`src/asc_pkg.sv`:
```
// asc_pkg: register map, field layouts, reset values and counts for the async serial channel.
// assumes a byte-wide cpu register port and one 100 MHz system clock.
package asc_pkg;

    ////////////////////////////////////////////////////////////////////////////
    // register addresses
    localparam logic [15:0] ASC_ADDR_MODE = 16'hff70;
    localparam logic [15:0] ASC_ADDR_ERR = 16'hff71;
    localparam logic [15:0] ASC_ADDR_SYNC = 16'hff72;
    localparam logic [15:0] ASC_ADDR_BAUD = 16'hff73;
    localparam logic [15:0] ASC_ADDR_DATA = 16'hff74;

    ////////////////////////////////////////////////////////////////////////////
    // reset values and masks
    localparam logic [7:0] ASC_MODE_RESET = 8'h00;
    localparam logic [7:0] ASC_BAUD_RESET = 8'h00;
    localparam logic [7:0] ASC_SYNC_RESET = 8'h00;
    localparam logic [7:0] ASC_RXB_RESET = 8'h00;
    localparam logic [7:0] ASC_SYNC_WMASK = 8'h86;
    localparam int ASC_SYNC_EN_BIT = 7;
    localparam int ASC_SYNC_ORDER_BIT = 2;
    localparam int ASC_SYNC_CLK_BIT = 1;
    localparam int ASC_ERR_TXDONE_BIT = 7;

    ////////////////////////////////////////////////////////////////////////////
    // counts
    localparam int ASC_CNT_BASE = 16;
    localparam int ASC_CNT_W = 5;
    localparam int ASC_FRAME_MAX = 12;
    localparam int ASC_TX_FIFO_DEPTH = 32;
    localparam int ASC_DATA_W = 8;
    localparam int ASC_PRESCALE_W = 11;
    localparam logic [3:0] ASC_N_DEFAULT = 4'd11;
    localparam logic [3:0] ASC_SEL_N1 = 4'h5;
    localparam logic [3:0] ASC_SEL_N10 = 4'he;

    typedef enum logic [1:0] {
        ASC_PAR_NONE = 2'h0,
        ASC_PAR_ZERO = 2'h1,
        ASC_PAR_ODD = 2'h2,
        ASC_PAR_EVEN = 2'h3
    } asc_parity_t;

    // uart mode register layout, msb first
    typedef struct packed {
        logic tx_en;
        logic rx_en;
        asc_parity_t parity;
        logic char8;
        logic stop2;
        logic err_mask;
        logic clk_int;
    } asc_mode_t;

    // error status register layout, msb first
    typedef struct packed {
        logic tx_done;
        logic [3:0] zero;
        logic parity_err;
        logic framing_err;
        logic overrun_err;
    } asc_err_t;

endpackage

```
`src/asc_uart.sv`:
```
// asc_uart: asynchronous serial channel, transmitter, receiver and cpu registers.
// assumes a byte-wide cpu port synchronous to CLK; RXD and EXT_BAUD_CLK are synchronous inputs.
//
// Function
// - frame: start, 7/8 data bits, optional parity, 1/2 stop bits, set by mode
// - 7-bit mode: transmit ignores bit 7, received bit 7 reads zero
// - even parity: total ones even on transmit, odd total flags error
// - odd parity: total ones odd on transmit, even total flags error
// - zero parity: transmit 0 parity bit, receiver never checks it
// - no parity: no parity bit sent or expected, never a parity error
// - writing transmit data starts a frame with framing bits added
// - transmit done pulse and sticky flag once all bits shifted out
// - low input starts 5-bit counter; half bit later still low means start
// - after data, parity and one stop bit, load buffer and signal done
// - erroneous data still loaded; done suppressed on error when mask set
// - clearing receive enable stops reception, no update, no interrupts
// - late disable: buffer may update with or without done interrupt
// - errors set status flags and error interrupt before receive done
// - framing error on missing stop bit, overrun on unread buffer
// - buffer read or next frame end clears status; new errors set again
// - sync control: bit 7 enable, bit 2 first-bit order, bit 1 clock source
// - parity field: 00 none, 01 zero, 10 odd, 11 even
// - char length bit 0=7/1=8 bits; stop length bit 0=1/1=2 stop bits
// - clock source bit: 0 external pin, 1 baud generator
// - internal baud rate is clock over 2^n times k plus 16
`timescale 1ns/1ps
module asc_uart
    import asc_pkg::*;
#(
    parameter int TX_DEPTH = ASC_TX_FIFO_DEPTH
) (
    input wire logic CLK,
    input wire logic RST,
    input wire logic [15:0] ADDR,
    input wire logic [7:0] WDATA,
    input wire logic WR,
    input wire logic RD,
    output logic [7:0] RDATA,
    input wire logic RXD,
    output logic TXD,
    input wire logic EXT_BAUD_CLK,
    output logic TX_READY,
    output logic TRANSMIT_DONE_IRQ,
    output logic RECEIVE_DONE_IRQ,
    output logic RECEIVE_ERROR_IRQ,
    output logic SYNC_MODE_ENABLE,
    output logic FIRST_BIT_ORDER,
    output logic SYNC_CLOCK_SOURCE
);

    ////////////////////////////////////////////////////////////////////////////
    // helpers
    function automatic logic addr_hit(input logic [15:0] a, input logic [15:0] off);
        return a == off;
    endfunction

    function automatic logic parity_on(input asc_mode_t m);
        return m.parity != ASC_PAR_NONE;
    endfunction

    // transmit frame, lsb first, unused upper bits are idle ones
    function automatic logic [ASC_FRAME_MAX-1:0] tx_frame(input logic [7:0] d, input asc_mode_t m);
        logic [7:0] dv;
        logic par;
        dv = m.char8 ? d : {1'b0, d[6:0]};
        case (m.parity)
            ASC_PAR_EVEN: par = ^dv;
            ASC_PAR_ODD: par = ~^dv;
            default: par = 1'b0;
        endcase
        if (m.char8) begin
            return parity_on(m) ? {2'h3, par, dv, 1'b0} : {3'h7, dv, 1'b0};
        end
        return parity_on(m) ? {3'h7, par, dv[6:0], 1'b0} : {4'hf, dv[6:0], 1'b0};
    endfunction

    function automatic logic [3:0] tx_bits(input asc_mode_t m);
        // start, data, parity slot only when on, then stops
        return (m.char8 ? 4'd9 : 4'd8) + (parity_on(m) ? 4'd1 : 4'd0) + (m.stop2 ? 4'd2 : 4'd1);
    endfunction

    ////////////////////////////////////////////////////////////////////////////
    // registers and decode
    asc_mode_t mode_r;
    asc_err_t err_r;
    logic [2:0] rx_err_r;
    logic tx_done_r;
    logic [7:0] baud_r;
    logic [7:0] sync_r;
    logic [7:0] rxb_r;
    logic rxb_full_r;
    logic wr_mode, wr_err, wr_sync, wr_baud, wr_data, rd_data;
    assign wr_mode = WR && addr_hit(ADDR, ASC_ADDR_MODE);
    assign wr_err = WR && addr_hit(ADDR, ASC_ADDR_ERR);
    assign wr_sync = WR && addr_hit(ADDR, ASC_ADDR_SYNC);
    assign wr_baud = WR && addr_hit(ADDR, ASC_ADDR_BAUD);
    assign wr_data = WR && addr_hit(ADDR, ASC_ADDR_DATA);
    assign rd_data = RD && addr_hit(ADDR, ASC_ADDR_DATA);

    always_ff @(posedge CLK) begin
        if (RST) begin
            mode_r <= asc_mode_t'(ASC_MODE_RESET);
            baud_r <= ASC_BAUD_RESET;
        end else begin
            if (wr_mode) begin
                mode_r <= asc_mode_t'(WDATA);
            end
            if (wr_baud) begin
                baud_r <= WDATA;
            end
        end
    end

    // only the three defined bits store; the rest read zero
    always_ff @(posedge CLK) begin
        if (RST) begin
            sync_r <= ASC_SYNC_RESET;
        end else if (wr_sync) begin
            sync_r <= WDATA & ASC_SYNC_WMASK;
        end
    end

    always_ff @(posedge CLK) begin
        if (RST) begin
            SYNC_MODE_ENABLE <= 1'b0;
            FIRST_BIT_ORDER <= 1'b0;
            SYNC_CLOCK_SOURCE <= 1'b0;
        end else begin
            SYNC_MODE_ENABLE <= sync_r[ASC_SYNC_EN_BIT];
            FIRST_BIT_ORDER <= sync_r[ASC_SYNC_ORDER_BIT];
            SYNC_CLOCK_SOURCE <= sync_r[ASC_SYNC_CLK_BIT];
        end
    end

    // read data appears the cycle after RD and holds until the next read
    always_ff @(posedge CLK) begin
        if (RST) begin
            RDATA <= 8'h00;
        end else if (RD) begin
            case (ADDR)
                ASC_ADDR_MODE: RDATA <= mode_r;
                ASC_ADDR_ERR: RDATA <= err_r;
                ASC_ADDR_SYNC: RDATA <= sync_r;
                ASC_ADDR_BAUD: RDATA <= baud_r;
                ASC_ADDR_DATA: RDATA <= rxb_r;
                default: RDATA <= 8'h00;
            endcase
        end
    end

    ////////////////////////////////////////////////////////////////////////////
    // bit timing
    logic src_tick;
    logic [ASC_CNT_W-1:0] bit_last;
    logic [ASC_CNT_W-1:0] half_last;

    asc_baud_prescaler u_prescaler (
        .clk(CLK),
        .rst(RST),
        .clk_internal(mode_r.clk_int),
        .prescale_sel(baud_r[7:4]),
        .ext_clk(EXT_BAUD_CLK),
        .src_tick(src_tick)
    );

    // one bit lasts k+16 source ticks
    assign bit_last = ASC_CNT_W'(ASC_CNT_BASE - 1) + {1'b0, baud_r[3:0]};
    assign half_last = ((ASC_CNT_W'(ASC_CNT_BASE) + {1'b0, baud_r[3:0]}) >> 1) - 5'h01;

    ////////////////////////////////////////////////////////////////////////////
    // transmitter
    logic fifo_valid, tx_load, tx_busy_r, tx_bit_end;
    logic [7:0] fifo_data;
    logic [ASC_FRAME_MAX-1:0] tx_sh_r;
    logic [3:0] tx_left_r;
    logic [ASC_CNT_W-1:0] tx_cnt_r;

    asc_tx_fifo #(
        .WIDTH(ASC_DATA_W),
        .DEPTH(TX_DEPTH)
    ) u_tx_fifo (
        .clk(CLK),
        .rst(RST),
        .in_valid(wr_data),
        .in_data(WDATA),
        .in_ready(TX_READY),
        .out_valid(fifo_valid),
        .out_data(fifo_data),
        .out_ready(tx_load)
    );

    assign tx_load = !tx_busy_r && mode_r.tx_en && fifo_valid;
    assign tx_bit_end = tx_busy_r && src_tick && (tx_cnt_r == bit_last);

    // clearing transmit enable abandons the frame and idles the line
    always_ff @(posedge CLK) begin
        if (RST || !mode_r.tx_en) begin
            tx_busy_r <= 1'b0;
            tx_sh_r <= '1;
            tx_left_r <= 4'h0;
            tx_cnt_r <= '0;
        end else if (tx_load) begin
            tx_busy_r <= 1'b1;
            tx_sh_r <= tx_frame(fifo_data, mode_r);
            tx_left_r <= tx_bits(mode_r);
            tx_cnt_r <= '0;
        end else if (tx_bit_end) begin
            tx_cnt_r <= '0;
            tx_sh_r <= {1'b1, tx_sh_r[ASC_FRAME_MAX-1:1]};
            tx_left_r <= tx_left_r - 4'h1;
            if (tx_left_r == 4'h1) begin
                tx_busy_r <= 1'b0;
            end
        end else if (tx_busy_r && src_tick) begin
            tx_cnt_r <= tx_cnt_r + 1'b1;
        end
    end

    always_ff @(posedge CLK) begin
        if (RST) begin
            TXD <= 1'b1;
            TRANSMIT_DONE_IRQ <= 1'b0;
        end else begin
            TXD <= tx_busy_r ? tx_sh_r[0] : 1'b1;
            TRANSMIT_DONE_IRQ <= tx_bit_end && (tx_left_r == 4'h1) && mode_r.tx_en;
        end
    end

    ////////////////////////////////////////////////////////////////////////////
    // receiver
    typedef enum logic [2:0] {
        RX_IDLE,
        RX_START,
        RX_DATA,
        RX_PARITY,
        RX_STOP
    } asc_rx_state_t;

    asc_rx_state_t rx_state_r;
    logic [ASC_CNT_W-1:0] rx_cnt_r;
    logic [2:0] rx_idx_r;
    logic [7:0] rx_sh_r;
    logic rx_par_r;
    logic rx_full_tick, frame_end;
    logic [7:0] rx_word;
    logic par_err, frm_err, ovr_err, any_err;
    logic rx_done_pend_r;
    assign rx_full_tick = src_tick && (rx_cnt_r == bit_last);
    // disable wins at any point of the frame
    always_ff @(posedge CLK) begin
        if (RST || !mode_r.rx_en) begin
            rx_state_r <= RX_IDLE;
            rx_cnt_r <= '0;
            rx_idx_r <= 3'h0;
            rx_sh_r <= 8'h00;
            rx_par_r <= 1'b0;
        end else begin
            case (rx_state_r)
                RX_IDLE: begin
                    rx_state_r <= RXD ? RX_IDLE : RX_START;
                    rx_cnt_r <= '0;
                end
                RX_START: begin
                    if (src_tick) begin
                        if (rx_cnt_r == half_last) begin
                            rx_cnt_r <= '0;
                            rx_idx_r <= 3'h0;
                            rx_state_r <= RXD ? RX_IDLE : RX_DATA;
                        end else begin
                            rx_cnt_r <= rx_cnt_r + 1'b1;
                        end
                    end
                end
                RX_DATA, RX_PARITY, RX_STOP: begin
                    if (rx_full_tick) begin
                        rx_cnt_r <= '0;
                        if (rx_state_r == RX_DATA) begin
                            rx_sh_r <= {RXD, rx_sh_r[7:1]};
                            rx_idx_r <= rx_idx_r + 1'b1;
                            if (rx_idx_r == (mode_r.char8 ? 3'h7 : 3'h6)) begin
                                rx_state_r <= parity_on(mode_r) ? RX_PARITY : RX_STOP;
                            end
                        end else if (rx_state_r == RX_PARITY) begin
                            rx_par_r <= RXD;
                            rx_state_r <= RX_STOP;
                        end else begin
                            rx_state_r <= RX_IDLE;
                        end
                    end else if (src_tick) begin
                        rx_cnt_r <= rx_cnt_r + 1'b1;
                    end
                end
                default: rx_state_r <= RX_IDLE;
            endcase
        end
    end

    assign frame_end = mode_r.rx_en && (rx_state_r == RX_STOP) && rx_full_tick;
    assign rx_word = mode_r.char8 ? rx_sh_r : {1'b0, rx_sh_r[7:1]};
    always_comb begin
        case (mode_r.parity)
            ASC_PAR_EVEN: par_err = ^{rx_word, rx_par_r};
            ASC_PAR_ODD: par_err = ~^{rx_word, rx_par_r};
            default: par_err = 1'b0;
        endcase
    end

    assign frm_err = !RXD;
    assign ovr_err = rxb_full_r;
    assign any_err = par_err || frm_err || ovr_err;

    // faulty data is loaded too; a frame end wins over the read that would clear full
    always_ff @(posedge CLK) begin
        if (RST) begin
            rxb_r <= ASC_RXB_RESET;
            rxb_full_r <= 1'b0;
        end else if (frame_end) begin
            rxb_r <= rx_word;
            rxb_full_r <= 1'b1;
        end else if (rd_data) begin
            rxb_full_r <= 1'b0;
        end
    end

    // a completed frame replaces the flags; a buffer read clears them
    always_ff @(posedge CLK) begin
        if (RST) begin
            rx_err_r <= 3'h0;
        end else if (frame_end) begin
            rx_err_r <= {par_err, frm_err, ovr_err};
        end else if (rd_data) begin
            rx_err_r <= 3'h0;
        end
    end

    // set wins over a clear written in the same cycle
    always_ff @(posedge CLK) begin
        if (RST) begin
            tx_done_r <= 1'b0;
        end else if (tx_bit_end && (tx_left_r == 4'h1)) begin
            tx_done_r <= 1'b1;
        end else if (wr_err && WDATA[ASC_ERR_TXDONE_BIT]) begin
            tx_done_r <= 1'b0;
        end
    end
    assign err_r = {tx_done_r, 4'h0, rx_err_r};

    // error interrupt first, done one cycle later and only if still enabled
    always_ff @(posedge CLK) begin
        if (RST) begin
            RECEIVE_ERROR_IRQ <= 1'b0;
            rx_done_pend_r <= 1'b0;
            RECEIVE_DONE_IRQ <= 1'b0;
        end else begin
            RECEIVE_ERROR_IRQ <= frame_end && any_err;
            rx_done_pend_r <= frame_end && (!any_err || !mode_r.err_mask);
            RECEIVE_DONE_IRQ <= rx_done_pend_r && mode_r.rx_en;
        end
    end

endmodule

```
`src/asc_tx_fifo.sv`:
```
// asc_tx_fifo: synchronous fifo with valid/ready on both sides.
// assumes one clock and a synchronous active-high reset.
`timescale 1ns/1ps
module asc_tx_fifo #(
    parameter int WIDTH = 8,
    parameter int DEPTH = 32
) (
    input wire logic clk,
    input wire logic rst,
    input wire logic in_valid,
    input wire logic [WIDTH-1:0] in_data,
    output logic in_ready,
    output logic out_valid,
    output logic [WIDTH-1:0] out_data,
    input wire logic out_ready
);
    localparam int AW = $clog2(DEPTH);

    logic [WIDTH-1:0] mem [DEPTH];
    logic [AW-1:0] wr_ptr_r;
    logic [AW-1:0] rd_ptr_r;
    logic [AW:0] count_r;
    logic [AW:0] count_nxt;
    logic push;
    logic pop;

    assign push = in_valid && in_ready;
    assign pop = out_valid && out_ready;
    assign out_valid = (count_r != '0);
    assign out_data = mem[rd_ptr_r];

    always_comb begin
        count_nxt = count_r;
        if (push && !pop) begin
            count_nxt = count_r + 1'b1;
        end else if (pop && !push) begin
            count_nxt = count_r - 1'b1;
        end
    end

    always_ff @(posedge clk) begin
        if (push) begin
            mem[wr_ptr_r] <= in_data;
        end
    end

    // ready is registered so the block's ready port comes from a flop
    always_ff @(posedge clk) begin
        if (rst) begin
            wr_ptr_r <= '0;
            rd_ptr_r <= '0;
            count_r <= '0;
            in_ready <= 1'b1;
        end else begin
            if (push) begin
                wr_ptr_r <= (wr_ptr_r == AW'(DEPTH - 1)) ? '0 : wr_ptr_r + 1'b1;
            end
            if (pop) begin
                rd_ptr_r <= (rd_ptr_r == AW'(DEPTH - 1)) ? '0 : rd_ptr_r + 1'b1;
            end
            count_r <= count_nxt;
            in_ready <= (count_nxt != (AW + 1)'(DEPTH));
        end
    end
endmodule

```
`src/asc_baud_prescaler.sv`:
```
// asc_baud_prescaler: source tick for the 5-bit bit counters.
// assumes the external clock pin is synchronous to clk and slower than clk/2.
`timescale 1ns/1ps
module asc_baud_prescaler
    import asc_pkg::*;
(
    input wire logic clk,
    input wire logic rst,
    input wire logic clk_internal,
    input wire logic [3:0] prescale_sel,
    input wire logic ext_clk,
    output logic src_tick
);
    // prohibited selections fall back to the slowest divider
    function automatic logic [3:0] sel_to_n(input logic [3:0] sel);
        if (sel >= ASC_SEL_N1 && sel <= ASC_SEL_N10) begin
            return sel - 4'h4;
        end
        return ASC_N_DEFAULT;
    endfunction

    logic [ASC_PRESCALE_W-1:0] div_r;
    logic [ASC_PRESCALE_W-1:0] mask;
    logic ext_prev_r;
    logic ext_half_r;

    assign mask = ASC_PRESCALE_W'((12'h001 << sel_to_n(prescale_sel)) - 12'h001);

    always_ff @(posedge clk) begin
        if (rst) begin
            div_r <= '0;
            ext_prev_r <= 1'b0;
            ext_half_r <= 1'b0;
            src_tick <= 1'b0;
        end else begin
            div_r <= div_r + 1'b1;
            ext_prev_r <= ext_clk;
            if (clk_internal) begin
                src_tick <= ((div_r & mask) == mask);
            end else begin
                // pin clock is halved before the bit counter
                if (ext_clk && !ext_prev_r) begin
                    ext_half_r <= !ext_half_r;
                end
                src_tick <= ext_clk && !ext_prev_r && ext_half_r;
            end
        end
    end
endmodule

```
`config.mk`:
```
export PLATFORM = sky130hd
export DESIGN_NAME = asc_uart
export DESIGN_NICKNAME = d
export VERILOG_FILES = /design/src/asc_pkg.sv /design/src/asc_uart.sv /design/src/asc_tx_fifo.sv /design/src/asc_baud_prescaler.sv
export SDC_FILE = /design/constraint.sdc
export NUM_CORES = 1
export LEC_CHECK = 0
export CORE_MARGIN = 1.5
export CORE_UTILIZATION = 45
export CTS_BUF_LIST = sky130_fd_sc_hd__clkbuf_16
export CTS_CLUSTER_SIZE = 8
export DETAILED_ROUTE_END_ITERATION = 8
export DONT_BUFFER_PORTS = 1
export PLACE_DENSITY_LB_ADDON = 0.3
export REMOVE_ABC_BUFFERS = 1
export SLEW_MARGIN = 40
export SYNTH_ARGS = -nofsm -noshare
export SYNTH_HDL_FRONTEND = slang
export SYNTH_SLANG_ARGS = --single-unit
```
`constraint.sdc`:
```
create_clock -name CLK -period 8.4 [get_ports CLK]
set_clock_uncertainty 0.05 [all_clocks]
set_input_delay 0.42 -clock CLK [delete_from_list [all_inputs] [get_ports CLK]]
set_output_delay 0.42 -clock CLK [all_outputs]
set_load 0.01 [all_outputs]
```
==> results of run 1 <==
-- worst paths after layout --
path	from	end	slack, ps	depth (start not counted)
hold reg to reg	rx_done_pend_r$_SDFF_PP0_	RECEIVE_DONE_IRQ$_SDFF_PP0_	350	2
hold / removal	RD	ovr_err$_SDFFE_PP0P_	60	3
setup reg to reg	flip-flop	tx_sh_r[8]$_SDFFE_PP1P_	4470	9
setup / recovery	flip-flop	tx_sh_r[8]$_SDFFE_PP1P_	4470	9
-- registers in the layout, indices dropped and copies added (netlist names), 8 cells and up, named ones only --
register and cells:
tx_sh_r 10, baud_r 8, rxb_r 8, mode_r 8, u_prescaler.div_r 11, rx_sh_r 8, RDATA 8, u_tx_fifo.mem 256
-- cell families (layout without fill, tap and decap cells) --
kind of cell	after synthesis	count (layout)
adder cells (fa/ha/maj)	24	24
XOR/XNOR	48	48
buffers and inverters	87	132
AND/OR/NAND/NOR	400	400
multiplexers	131	131
AO/OA/AOI/OAI	185	185
flip-flops	380	380
-- metrics by stage --
stage                     util [%]  cells  hold WS (ps)  power, uW  setup slack (ps)
after global routing          51.8   1761          67.9       4080              4190
after floorplan                  -   1188           330       2050              3410
after CTS                     51.7   1761          26.6       4000              4450
final                         51.8   1761          56.1       3960              4470
after detailed placement      46.8   1656           357       2050              4470
after global placement        46.7   1655           347       2050              4520
-- cell usage after synthesis (all sizes together) (6+ instances only) --
cell type  instances  share of area (%)
edfxtp           256                 47
nor2             137                3.1
dfxtp            124                 15
nand2             95                2.2
mux2i             77                4.7
a21oi             60                1.8
mux4              47                6.6
clkbuf            41               0.94
o21ai             32               0.97
nand3             27               0.82
xnor2             27                1.4
buf               26                1.2
nor2b             26               0.99
ha                23                1.8
a211oi            20               0.91
inv               20               0.46
xor2              20                1.1
nand2b            18               0.69
a22oi             16               0.73
nand3b            15               0.69
nor3              15               0.46
and2               9               0.34
and3               9               0.34
or3                9               0.34
nand4              8               0.30
mux2               7               0.48
o211ai             7               0.32
o22ai              7               0.27
a31oi              6               0.23
-- worst max-delay path, cell delays in order, from the launching register on --
cell and delay (ps):
dfxtp_4 720, buf_4 710, mux4_1 420, mux2_2 270, o21ai_0 390, o31a_1 200, xnor3_1 410, mux2i_1 270
nand3b_1 110, and3_1 170
-- power by group through the flow --
stage,registers (uW),clock network [uW],logic (uW)
2_1_floorplan,2040,0,8.78
3_3_place_gp,2040,0,9.67
3_5_place_dp,2040,0,9.94
4_1_cts,2000,1950,49.2
5_1_grt,2000,2030,53.4
6_report,2000,1910,48.8
-- timing repair --
action / CTS / global route
buffers inserted: 0 / 0
hold buffers: 13 / 0
endpoints found under the hold margin: 349 / 0
-- layout make-up --
| cell class | instances | share of cell area [%] |
|---|---|---|
| timing repair buffer | 20 | 1.51 |
| clock buffer | 53 | 7.16 |
| sequential | 380 | 54.9 |
| clock inverter | 39 | 1.07 |
| tap | 461 | 3.11 |
| inverter | 20 | 0.405 |
| multi-input combinational | 788 | 31.8 |
-- layer usage --
metal / vias to the layer above / global-route usage, %
met5: - / 0
met4: 0 / 6.37
met3: 53 / 3.44
met2: 227 / 32.2
met1: 4996 / 27.6
li1: 4725 / -
==> parameters.txt, run 1 <==
Parameter                              Value

Critical path
  Worst Setup Path Type ... reg2reg
  Arrival time of data at the critical path endpoint ... around 4400 ps
  Crit path launch type ... flip-flop
  Required @ worst endpoint ... between 8000 and 9000 ps
  CP Capture Type ... flip-flop
  Top fanout value on the critical path ... just under 50

Floorplanning
  Die area ... between 30000 and 40000 sq um
  Overall die height ... 194 microns
  Effective utilization at floorplan ... between 40% and 50%
  Number of standard-cell rows in the floorplan ... 69
  IO Pins ... 46
  Die Width ... about 190 microns
  Core Region ... ~36000 sq um

Run
  Number of violations of the max-capacitance limit ... 0

Timing
  Final min period ... 3930 ps
  Headroom to the max-slew limit ... 44.2%
  Ratio of final minimum period to clock period ... a little under half
  Hold Fails Final Rpt ... 0
  Number of setup violations in the final report ... 0
  Highest achievable clock rate ... between 200 and 300 MHz
  Sum Neg Setup Slack ... 0 ps
  RSZ-0062 raised after global routing ... no
  Actual slew at the worst max-slew pin ... 833 ps
  Number of pins exceeding their max-slew limit in the final report ... 0

Pwr
  Worst supply voltage drop on vdd ... approximately 0.18 mV
  Cell Pwr Density ... between 200 and 250 nW/um^2
  Comb power frac ... between 1 and 1.5%
  Clock Power Share ... slightly below 50%
  Proportion of total power due to net switching ... 20.6%
  P_sw ... around 800 uW
  Leak pwr ... approximately 0.006 uW
  Part of the power in registers ... around half
  Power Internal ... between 3000 and 4000 uW

Logic synthesis
  Sequential-to-total area share from yosys stat ... around three fifths
  Yosys warning total ... 0
  Syn Inst Count ... ~1300
  Post-Synthesis Cell Area ... 16400 sq um
  Top_reg_cell synth ... edfxtp_1
  Multiplexer share of the synthesized area ... 11.8%
  Complex-gate fraction of the synthesized area ... under 10%
  Xor-xnor portion of the synthesized cell area ... around 2.6%
  Library cells used by synthesis ... 76
  Adder-cell share of the synthesized area ... 1.87%
  Proportion of synthesized flip-flops having asynchronous set or reset ... 0%
  Total of flip-flops plus latches after synthesis ... between 300 and 400
  Number of enable flip-flop cells after synthesis ... 256
  Syn Area/Cell ... between 10 and 15 sq um
  Simple-gate area share of the yosys netlist ... 11.9%
  Largest family of logic cells by synthesized area ... simple AND/OR/NAND/NOR gates

Detailed routing
  Detailed-route vias per instance ... about 5.7
  Remaining antenna violation count after routing ... 0
  Total via count in the routed design ... approximately 10000
  Met1 Wirelength ... 16.8 mm
  Drc violations ... 1
  Wire length on met2 ... 17.5 mm
  Final routed wirelength across all metal layers ... 36.9 mm
  Avg WL per Cell ... between 20 and 25 microns
  Number of search-and-repair iterations in the first detailed-routing pass ... 7
  Highest metal layer with signal wires ... met4
  Initial detailed-routing violation count ... 810
  Total met3 wirelength after detailed routing ... 1.88 mm

Cells and area
  Antenna fix cells ... 0
  Ratio of cells with drive above 1 in the final layout ... a little under an eighth
  Final non-filler cell area ... between 15000 and 20000 sq um
  Multi-input gate area in the final layout ... between 5000 and 6000 sq um
  Layout Nets ... about 1300
  Register area ... approximately 10000 sq um
  Post-synthesis to final-layout area growth ... 12.7%
  Most frequent cells in the layout ... edfxtp_1, dfxtp_1, nor2_1
  Most frequent standard cell in the layout excluding fill and tap cells ... edfxtp_1
  Filler Cell Count ... 3048

Run status
  Outcome ... complete, but fails checks
  Violated checks ... design-rule violations

Clocking
  H-tree depth ... 2
  CTS buffer count ... 53
  Worst-skew pair later-pin latency ... 590 ps
  Clock sink count ... 380
  Number of buffers between clock root and the deepest sink ... 3
  Clock Tree Root ... clkbuf_16
  Post-cts gate resize count ... 0
  Clock tree from TritonCTS ... yes
  Clock Pin Slew Worst Setup and Hold Paths ... about 50 ps

Placed design
  Port-buffer cells ... 0
  Placed Instance Area ... between 15000 and 20000 sq um
  Final weighted congestion in routability-driven placement ... between 0.8 and 0.9
  Half-perimeter wire length after detailed placement ... about 23 mm

Global routing
  GR Overflow Total ... 0
  Tot GR Track Use ... roughly a fifth
  Number of global-route vias before repair ... slightly below 10000
  Number of antenna violations at the first check in global routing ... 0
  First-pass GRT wire length ... approximately 58 mm
  Largest net degree at the start of global routing ... 81

Min path
  Worst min-delay path class ... in2reg
(Power assumes the default switching activity.)
==> run 2, diff against run 1 <==
ABC_AREA = 1   (was default)
clock period = 4.04 ns   (was 8.4 ns; I/O delays follow)
==> run 2 against run 1 <==
Compared with the run above: critical endpoint unchanged; sequential share of layout area decreased by 2.1 points; routed wire length increased by 17%; maximum frequency increased by 26%; clock power increased by 110%; utilization decreased by 0.46 points; final area increased by 4.0%; combinational power increased to 3.0 times the previous value; total power increased by 110%; via count increased by 28%; register-to-register slack got worse by 3600 ps; the flow now finishes without violations.
==> parameters.txt, run 2 <==
Parameter                              Value

Run status
  Outcome ... completed

Pwr
  Cell Pwr Density ... roughly 430 nW/um^2
  Leak pwr ... between 0.007 and 0.008 uW
  Worst supply voltage drop on vdd ... around 0.37 mV

Detailed routing
  Number of search-and-repair iterations in the first detailed-routing pass ... 7
  Remaining antenna violation count after routing ... 0
  Total via count in the routed design ... approximately 13000
  Detailed-route vias per instance ... about 5.3
  Initial detailed-routing violation count ... roughly 1200
  Final routed wirelength across all metal layers ... roughly 43 mm
  Avg WL per Cell ... about 18 microns
  Drc violations ... 0

Placed design
  Half-perimeter wire length after detailed placement ... around 26 mm
  Port-buffer cells ... 0
  Final weighted congestion in routability-driven placement ... approximately 0.86
  Placed Instance Area ... 17300 sq um
  Placed insts ... around 2300

Critical path
  Arrival time of data at the critical path endpoint ... between 3000 and 4000 ps
  CP Capture Type ... flip-flop
  Crit-path most repeated cell ... nand2_1
  Ordered list of cells on the worst path ... clkinv_2 > buf_12 > nand2_1 > nand3_1 > nand3_1 > nand2_1 > nand2_1 > nand2_1 > nand2_1 > nand2_1 > inv_1 > nand2_1 > nand2_1 > nand2_1 > nand2_1 > nand2_1 > nand2_1 > nand3_1 > nand3_1 > nand2_1 > nand2_1 > nand2_1
  Worst Setup Path Type ... reg2reg
  Required @ worst endpoint ... 4470 ps
  Max incr delay on CP ... between 400 and 500 ps
  Top fanout value on the critical path ... 40
  Largest delay share family, worst path ... simple AND/OR/NAND/NOR gates
  Buf+Inv Stages, Crit Path ... 3
  Master of the slowest instance on the critical path ... clkinv_2
  Crit path launch type ... flip-flop

Cells and area
  Layout Nets ... between 1500 and 2000
  Final non-filler cell area ... 19200 sq um
  Most frequent standard cell in the layout excluding fill and tap cells ... nand2_1
  Post-route core utilization ... 51.3%
  Most frequent cells in the layout ... nand2_1, edfxtp_1, nand3_1
  Non-Filler Instances ... between 2000 and 2500
  Reg with most FFs ... u_tx_fifo.mem
  Max FFs per register ... around 260
  Post-synthesis to final-layout area growth ... 13.1%
  Top Registers ... u_tx_fifo.mem (256), u_prescaler.div_r (11), tx_sh_r (10)
  Ratio of cells with drive above 1 in the final layout ... 5.90%

Timing
  Number of pins exceeding their max-slew limit in the final report ... 0
  Highest achievable clock rate ... 320 MHz
  Headroom to the max-slew limit ... between 40% and 50%
  Actual slew at the worst max-slew pin ... about 840 ps
  Hold Fails Final Rpt ... 0
  Ratio of final minimum period to clock period ... between 70 and 80%
  Final min period ... 3130 ps
  Worst hold slack after final layout ... 54.1 ps
  Number of setup violations in the final report ... 0
  Sum Neg Setup Slack ... 0 ps
  RSZ-0062 raised after global routing ... no

Clocking
  CTS buffer count ... between 50 and 60
  Worst-skew pair later-pin latency ... just under 600 ps
  Clock tree from TritonCTS ... yes
  Post-cts gate resize count ... 0
  H-tree depth ... 2
  Clock Tree Root ... clkbuf_16
  Clock Pin Slew Worst Setup and Hold Paths ... roughly 50 ps
  Number of buffers between clock root and the deepest sink ... 3
  Clock sink count ... 380

Floorplanning
  Die area ... 39000 sq um
  Die Width ... just under 200 microns
  Overall die height ... between 150 and 200 microns
  Number of standard-cell rows in the floorplan ... 71
  Effective utilization at floorplan ... 45.4%
  IO Pins ... 46
  Core Region ... between 30000 and 40000 sq um

Global routing
  Largest net degree at the start of global routing ... around 130
  First-pass GRT wire length ... roughly 67 mm
  GR Overflow Total ... 0
  Number of antenna violations at the first check in global routing ... 3
  Tot GR Track Use ... between 20 and 25%
  Number of global-route vias before repair ... 12100

Logic synthesis
  Number of enable flip-flop cells after synthesis ... about 260
  Top area cells in the synthesized netlist ... edfxtp_1, dfxtp_1, nand2_1, nand3_1, inv_1
  Area fraction of the dominant cell type after synthesis ... between 40% and 50%
  Area leader, netlist ... edfxtp_1
  Syn Inst Count ... roughly 1800
  Most frequent cell after synthesis ... nand2_1
  Syn Area/Cell ... a little over 9 sq um
  Proportion of synthesized flip-flops having asynchronous set or reset ... 0%
  Library cells used by synthesis ... 50
  Yosys warning total ... 0
  Most frequent cells after synthesis ... nand2_1, edfxtp_1, nand3_1
  Sequential-to-total area share from yosys stat ... around 60%
  Total of flip-flops plus latches after synthesis ... 380
  Post-Synthesis Cell Area ... roughly 17000 sq um
  Top_reg_cell synth ... edfxtp_1

Min path
  Worst min-delay path class ... in2reg

Run
  Number of violations of the max-capacitance limit ... 0
[run 2: layout make-up]
| type | instances | area, sq um |
|---|---|---|
| Sequential cell | 380 | 10200 |
| Multi-Input combinational cell | 1232 | 5850 |
| Antenna cell | 3 | 7.51 |
| Inverter | 133 | 500 |
| Fill cell | 3431 | 18200 |
| Timing Repair Buffer | 49 | 586 |
| Tap cell | 511 | 639 |
| Clock buffer | 54 | 1350 |
| Clock inverter | 34 | 140 |
[run 2: worst min-delay path, stage by stage]
cell,delay (ps)
and3_1,240
nand4_1,110
a31oi_1,80
[run 2: cells by family after synthesis]
family,count (synthesis),synth area share [%]
simple gates,972,24.2
flops,380,59.8
buf+inv,211,5.98
compound gates,208,6.82
xor+xnor,27,1.39
fa+ha+maj,24,1.81
mux,1,0.0588
[run 2: routing by layer]
| layer | part of all wire, % | track usage (%) |
|---|---|---|
| met1 | 43 | 30.5 |
| met2 | 47 | 36.1 |
| met3 | 7.4 | 3.88 |
| met4 | 2.3 | 8.14 |
| met5 | 0 | 0 |
[run 2: power breakdown]
group	internal (uW)	switching [uW]	total, uW
Sequential	4160	6.55	4160
Clock	2360	1600	3960
Combinational	45.0	102	147
[run 2: final timing paths]
check                               start                      end  slack (ps)  cells past startpoint
setup / recovery                flip-flop  tx_sh_r[8]$_SDFFE_PP1P_         910                     22
hold / removal                    ADDR[4]    RDATA[7]$_SDFFE_PP0P_          50                      3
setup reg to reg                flip-flop  tx_sh_r[8]$_SDFFE_PP1P_         910                     22
hold reg to reg   rx_sh_r[0]$_SDFFE_PP0P_  rx_sh_r[0]$_SDFFE_PP0P_         410                      2
[run 2: through the flow]
stage	total power, uW	setup WS, ps
6_report	8270	913
5_1_grt	8500	565
4_1_cts	8340	926
3_5_place_dp	4280	965
3_3_place_gp	4280	985
2_1_floorplan	4270	-1270
[run 2: timing repair]
item	in CTS	in global routing
buffers inserted	0	0
hold buffers	36	0
endpoints found under the hold margin	341	0
==> run 3, diff against run 2 <==
ABC_AREA = 0   (was 1)
clock period = 2.9 ns   (was 4.04 ns; I/O delays follow)
==> run 3 against run 2 <==
Compared with the run above: the run now ends with design-rule violations, negative setup slack left; routed wire length decreased by 8.4%; clock power grew 40%; cell count shrank 21%; combinational power up 16%; die area down 3.4%; flip-flop and latch count unchanged; via count down 16%; first-iteration DRC count fell by 14%; final area up 3.0%; global-route usage shrank 1.5 points; non-clock buffer count increased by 115; register-to-register slack got worse by 1000 ps; critical endpoint is now tx_sh_r[9]$_SDFFE_PP1P_; largest cell class unchanged.
==> parameters.txt, run 3 (synthesis results as in run 1) <==
Parameter                              Value

Cells and area
  Most frequent cells in the layout ... edfxtp_1, nor2_1, dfxtp_1
  Final non-filler cell area ... about 20000 sq um
  Ratio of cells with drive above 1 in the final layout ... a little under a fifth
  Post-route core utilization ... 55.5%
  Filler Cell Count ... 2901
  Top Registers ... u_tx_fifo.mem (256), u_prescaler.div_r (11), tx_sh_r (10)
  Max FFs per register ... around 260
  Most frequent standard cell in the layout excluding fill and tap cells ... edfxtp_1
  Multi-input gate area in the final layout ... a little under 6000 sq um
  Register area ... 10200 sq um
  Reg with most FFs ... u_tx_fifo.mem
  Antenna fix cells ... 0
  Layout Nets ... ~1500
  Post-synthesis to final-layout area growth ... 20.6%

Global routing
  Largest net degree at the start of global routing ... approximately 80
  Number of antenna violations at the first check in global routing ... 0
  First-pass GRT wire length ... 61.6 mm
  Tot GR Track Use ... a little over a fifth
  Number of global-route vias before repair ... around 11000
  GR Overflow Total ... 0

Timing
  Ratio of final minimum period to clock period ... 103%
  Final worst-path setup slack ... -81.6 ps
  Sum Neg Setup Slack ... -135 ps
  Number of setup violations in the final report ... 2
  Hold Fails Final Rpt ... 0
  Highest achievable clock rate ... 335 MHz
  Final min period ... 2980 ps
  RSZ-0062 raised after global routing ... yes
  Number of pins exceeding their max-slew limit in the final report ... 0
  Actual slew at the worst max-slew pin ... just under 600 ps
  Headroom to the max-slew limit ... between 60 and 70%

Detailed routing
  Drc violations ... 1
  Remaining antenna violation count after routing ... 0
  Final routed wirelength across all metal layers ... roughly 39 mm
  Met1 Wirelength ... 17.5 mm
  Highest metal layer with signal wires ... met4
  Total via count in the routed design ... 10800
  Total met3 wirelength after detailed routing ... approximately 2.7 mm
  Avg WL per Cell ... between 20 and 25 microns
  Number of search-and-repair iterations in the first detailed-routing pass ... 7
  Wire length on met2 ... about 18 mm
  Detailed-route vias per instance ... around 5.7
  Initial detailed-routing violation count ... 992

Floorplanning
  Die Width ... around 190 microns
  Core Region ... between 30000 and 40000 sq um
  Effective utilization at floorplan ... between 40 and 50%
  Die area ... 37700 sq um
  IO Pins ... between 40 and 50
  Number of standard-cell rows in the floorplan ... 69
  Overall die height ... between 150 and 200 microns

Clocking
  Number of buffers between clock root and the deepest sink ... 3
  Clock Pin Slew Worst Setup and Hold Paths ... roughly 50 ps
  Clock sink count ... 380
  CTS buffer count ... 53
  Worst-skew pair later-pin latency ... just under 600 ps
  H-tree depth ... 2
  Clock Tree Root ... clkbuf_16
  Clock tree from TritonCTS ... yes

Placed design
  Final weighted congestion in routability-driven placement ... between 0.8 and 0.9
  Placed Instance Area ... 17600 sq um
  Setup slack at placement ... -330 ps
  Port-buffer cells ... 0
  Half-perimeter wire length after detailed placement ... approximately 25 mm

Run status
  Outcome ... complete, but fails checks
  Violated checks ... design-rule violations, negative setup slack

Pwr
  Leak pwr ... approximately 0.0066 uW
  Cell Pwr Density ... approximately 580 nW/um^2
  Worst supply voltage drop on vdd ... ~0.45 mV

Critical path
  Max incr delay on CP ... 510 ps
  Crit path launch type ... flip-flop
  Crit-path most repeated cell ... mux4_2
  Top fanout value on the critical path ... 11
  Master of the slowest instance on the critical path ... mux4_2
  R2R Setup Slk ... -80 ps
  Worst Setup Path Type ... reg2reg
  CP Capture Type ... flip-flop
  Path depth of the worst reg2reg path ... 9
  Ordered list of cells on the worst path ... buf_4 > clkbuf_16 > mux4_2 > mux4_2 > mux2_2 > xnor3_1 > mux2i_2 > xor2_1 > a21oi_1
  Arrival time of data at the critical path endpoint ... approximately 3400 ps
  Reg-to-reg critical path endpoint ... tx_sh_r[9]$_SDFFE_PP1P_
  Required @ worst endpoint ... between 3000 and 4000 ps

Min path
  Min-Delay Startpoint ... RST
  Worst min-delay path class ... in2reg
  Number of instances on the worst hold path ... 2
  Hold-critical path endpoint ... rx_idx_r[0]$_SDFFE_PP0P_

Run
  Number of violations of the max-capacitance limit ... 0
run 3: cell count changes in the layout (fill, tap and decap cells not counted), sizes merged, moves of 16 or more:
cell and delta:
nand2 -448, nand3 -224, inv -120, buf +108, mux2i +76, o21ai -60, mux4 +47, nor2b +26
nand2b +18, xnor2 +18, a22oi +16
run 3: worst max path at each step:
stage	slack, ps	cells past startpoint	to
6_report	-80	9	tx_sh_r[9]$_SDFFE_PP1P_
4_1_cts	-120	11	tx_sh_r[9]$_SDFFE_PP1P_
3_5_place_dp	-330	11	tx_sh_r[8]$_SDFFE_PP1P_
3_3_place_gp	-320	11	tx_sh_r[8]$_SDFFE_PP1P_
2_1_floorplan	-2090	8	tx_sh_r[8]$_SDFFE_PP1P_
5_1_grt	-180	11	tx_sh_r[9]$_SDFFE_PP1P_
run 3: layout make-up:
type	instances	area share, %
sequential	380	51.4
multi-input combinational	788	30.0
clock buffer	54	6.82
tap	461	2.91
clock inverter	25	0.619
inverter	20	0.379
timing repair buffer	164	7.97
run 3: routing by layer:
metal / track usage, % / up-vias
met5: 0 / -
met4: 6.34 / 0
met3: 3.74 / 82
met2: 33.0 / 408
met1: 29.6 / 5307
li1: - / 4994
run 3: power breakdown:
part / leakage [uW] / internal [uW] / switching (uW)
combinational: 0.00250 / 57.6 / 112
sequential: 0.00330 / 5790 / 9.95
clock: 0.000797 / 3290 / 2240
total: 0.00660 / 9140 / 2360
run 3: timing repair:
| action | in CTS | in global routing |
|---|---|---|
| hold buffers | 41 | 0 |
| cloned | 0 | 2 |
| setup buffers | 1 | 7 |
| endpoints found under the hold margin | 356 | 0 |
| resized for setup | 4 | 27 |
| setup endpoints to repair | 2 | 10 |
| pin swaps | 2 | 5 |
run 3: worst max-delay path, delay by kind of cell, from the launching register on:
family | cells | cell delay (ps)
multiplexers | 4 | 1580
flip-flops | 1 | 400
AO/OA/AOI/OAI | 1 | 80
buffers and inverters | 2 | 310
XOR/XNOR | 2 | 430
run 3: per-stage QoR:
step	hold WS, ps	cells	power [uW]
finish	10.3	1892	11500
global route	15.2	1892	11800
CTS	0.403	1883	11600
detailed placement	186	1762	5930
global placement	180	1762	5930
floorplan	162	1188	5930
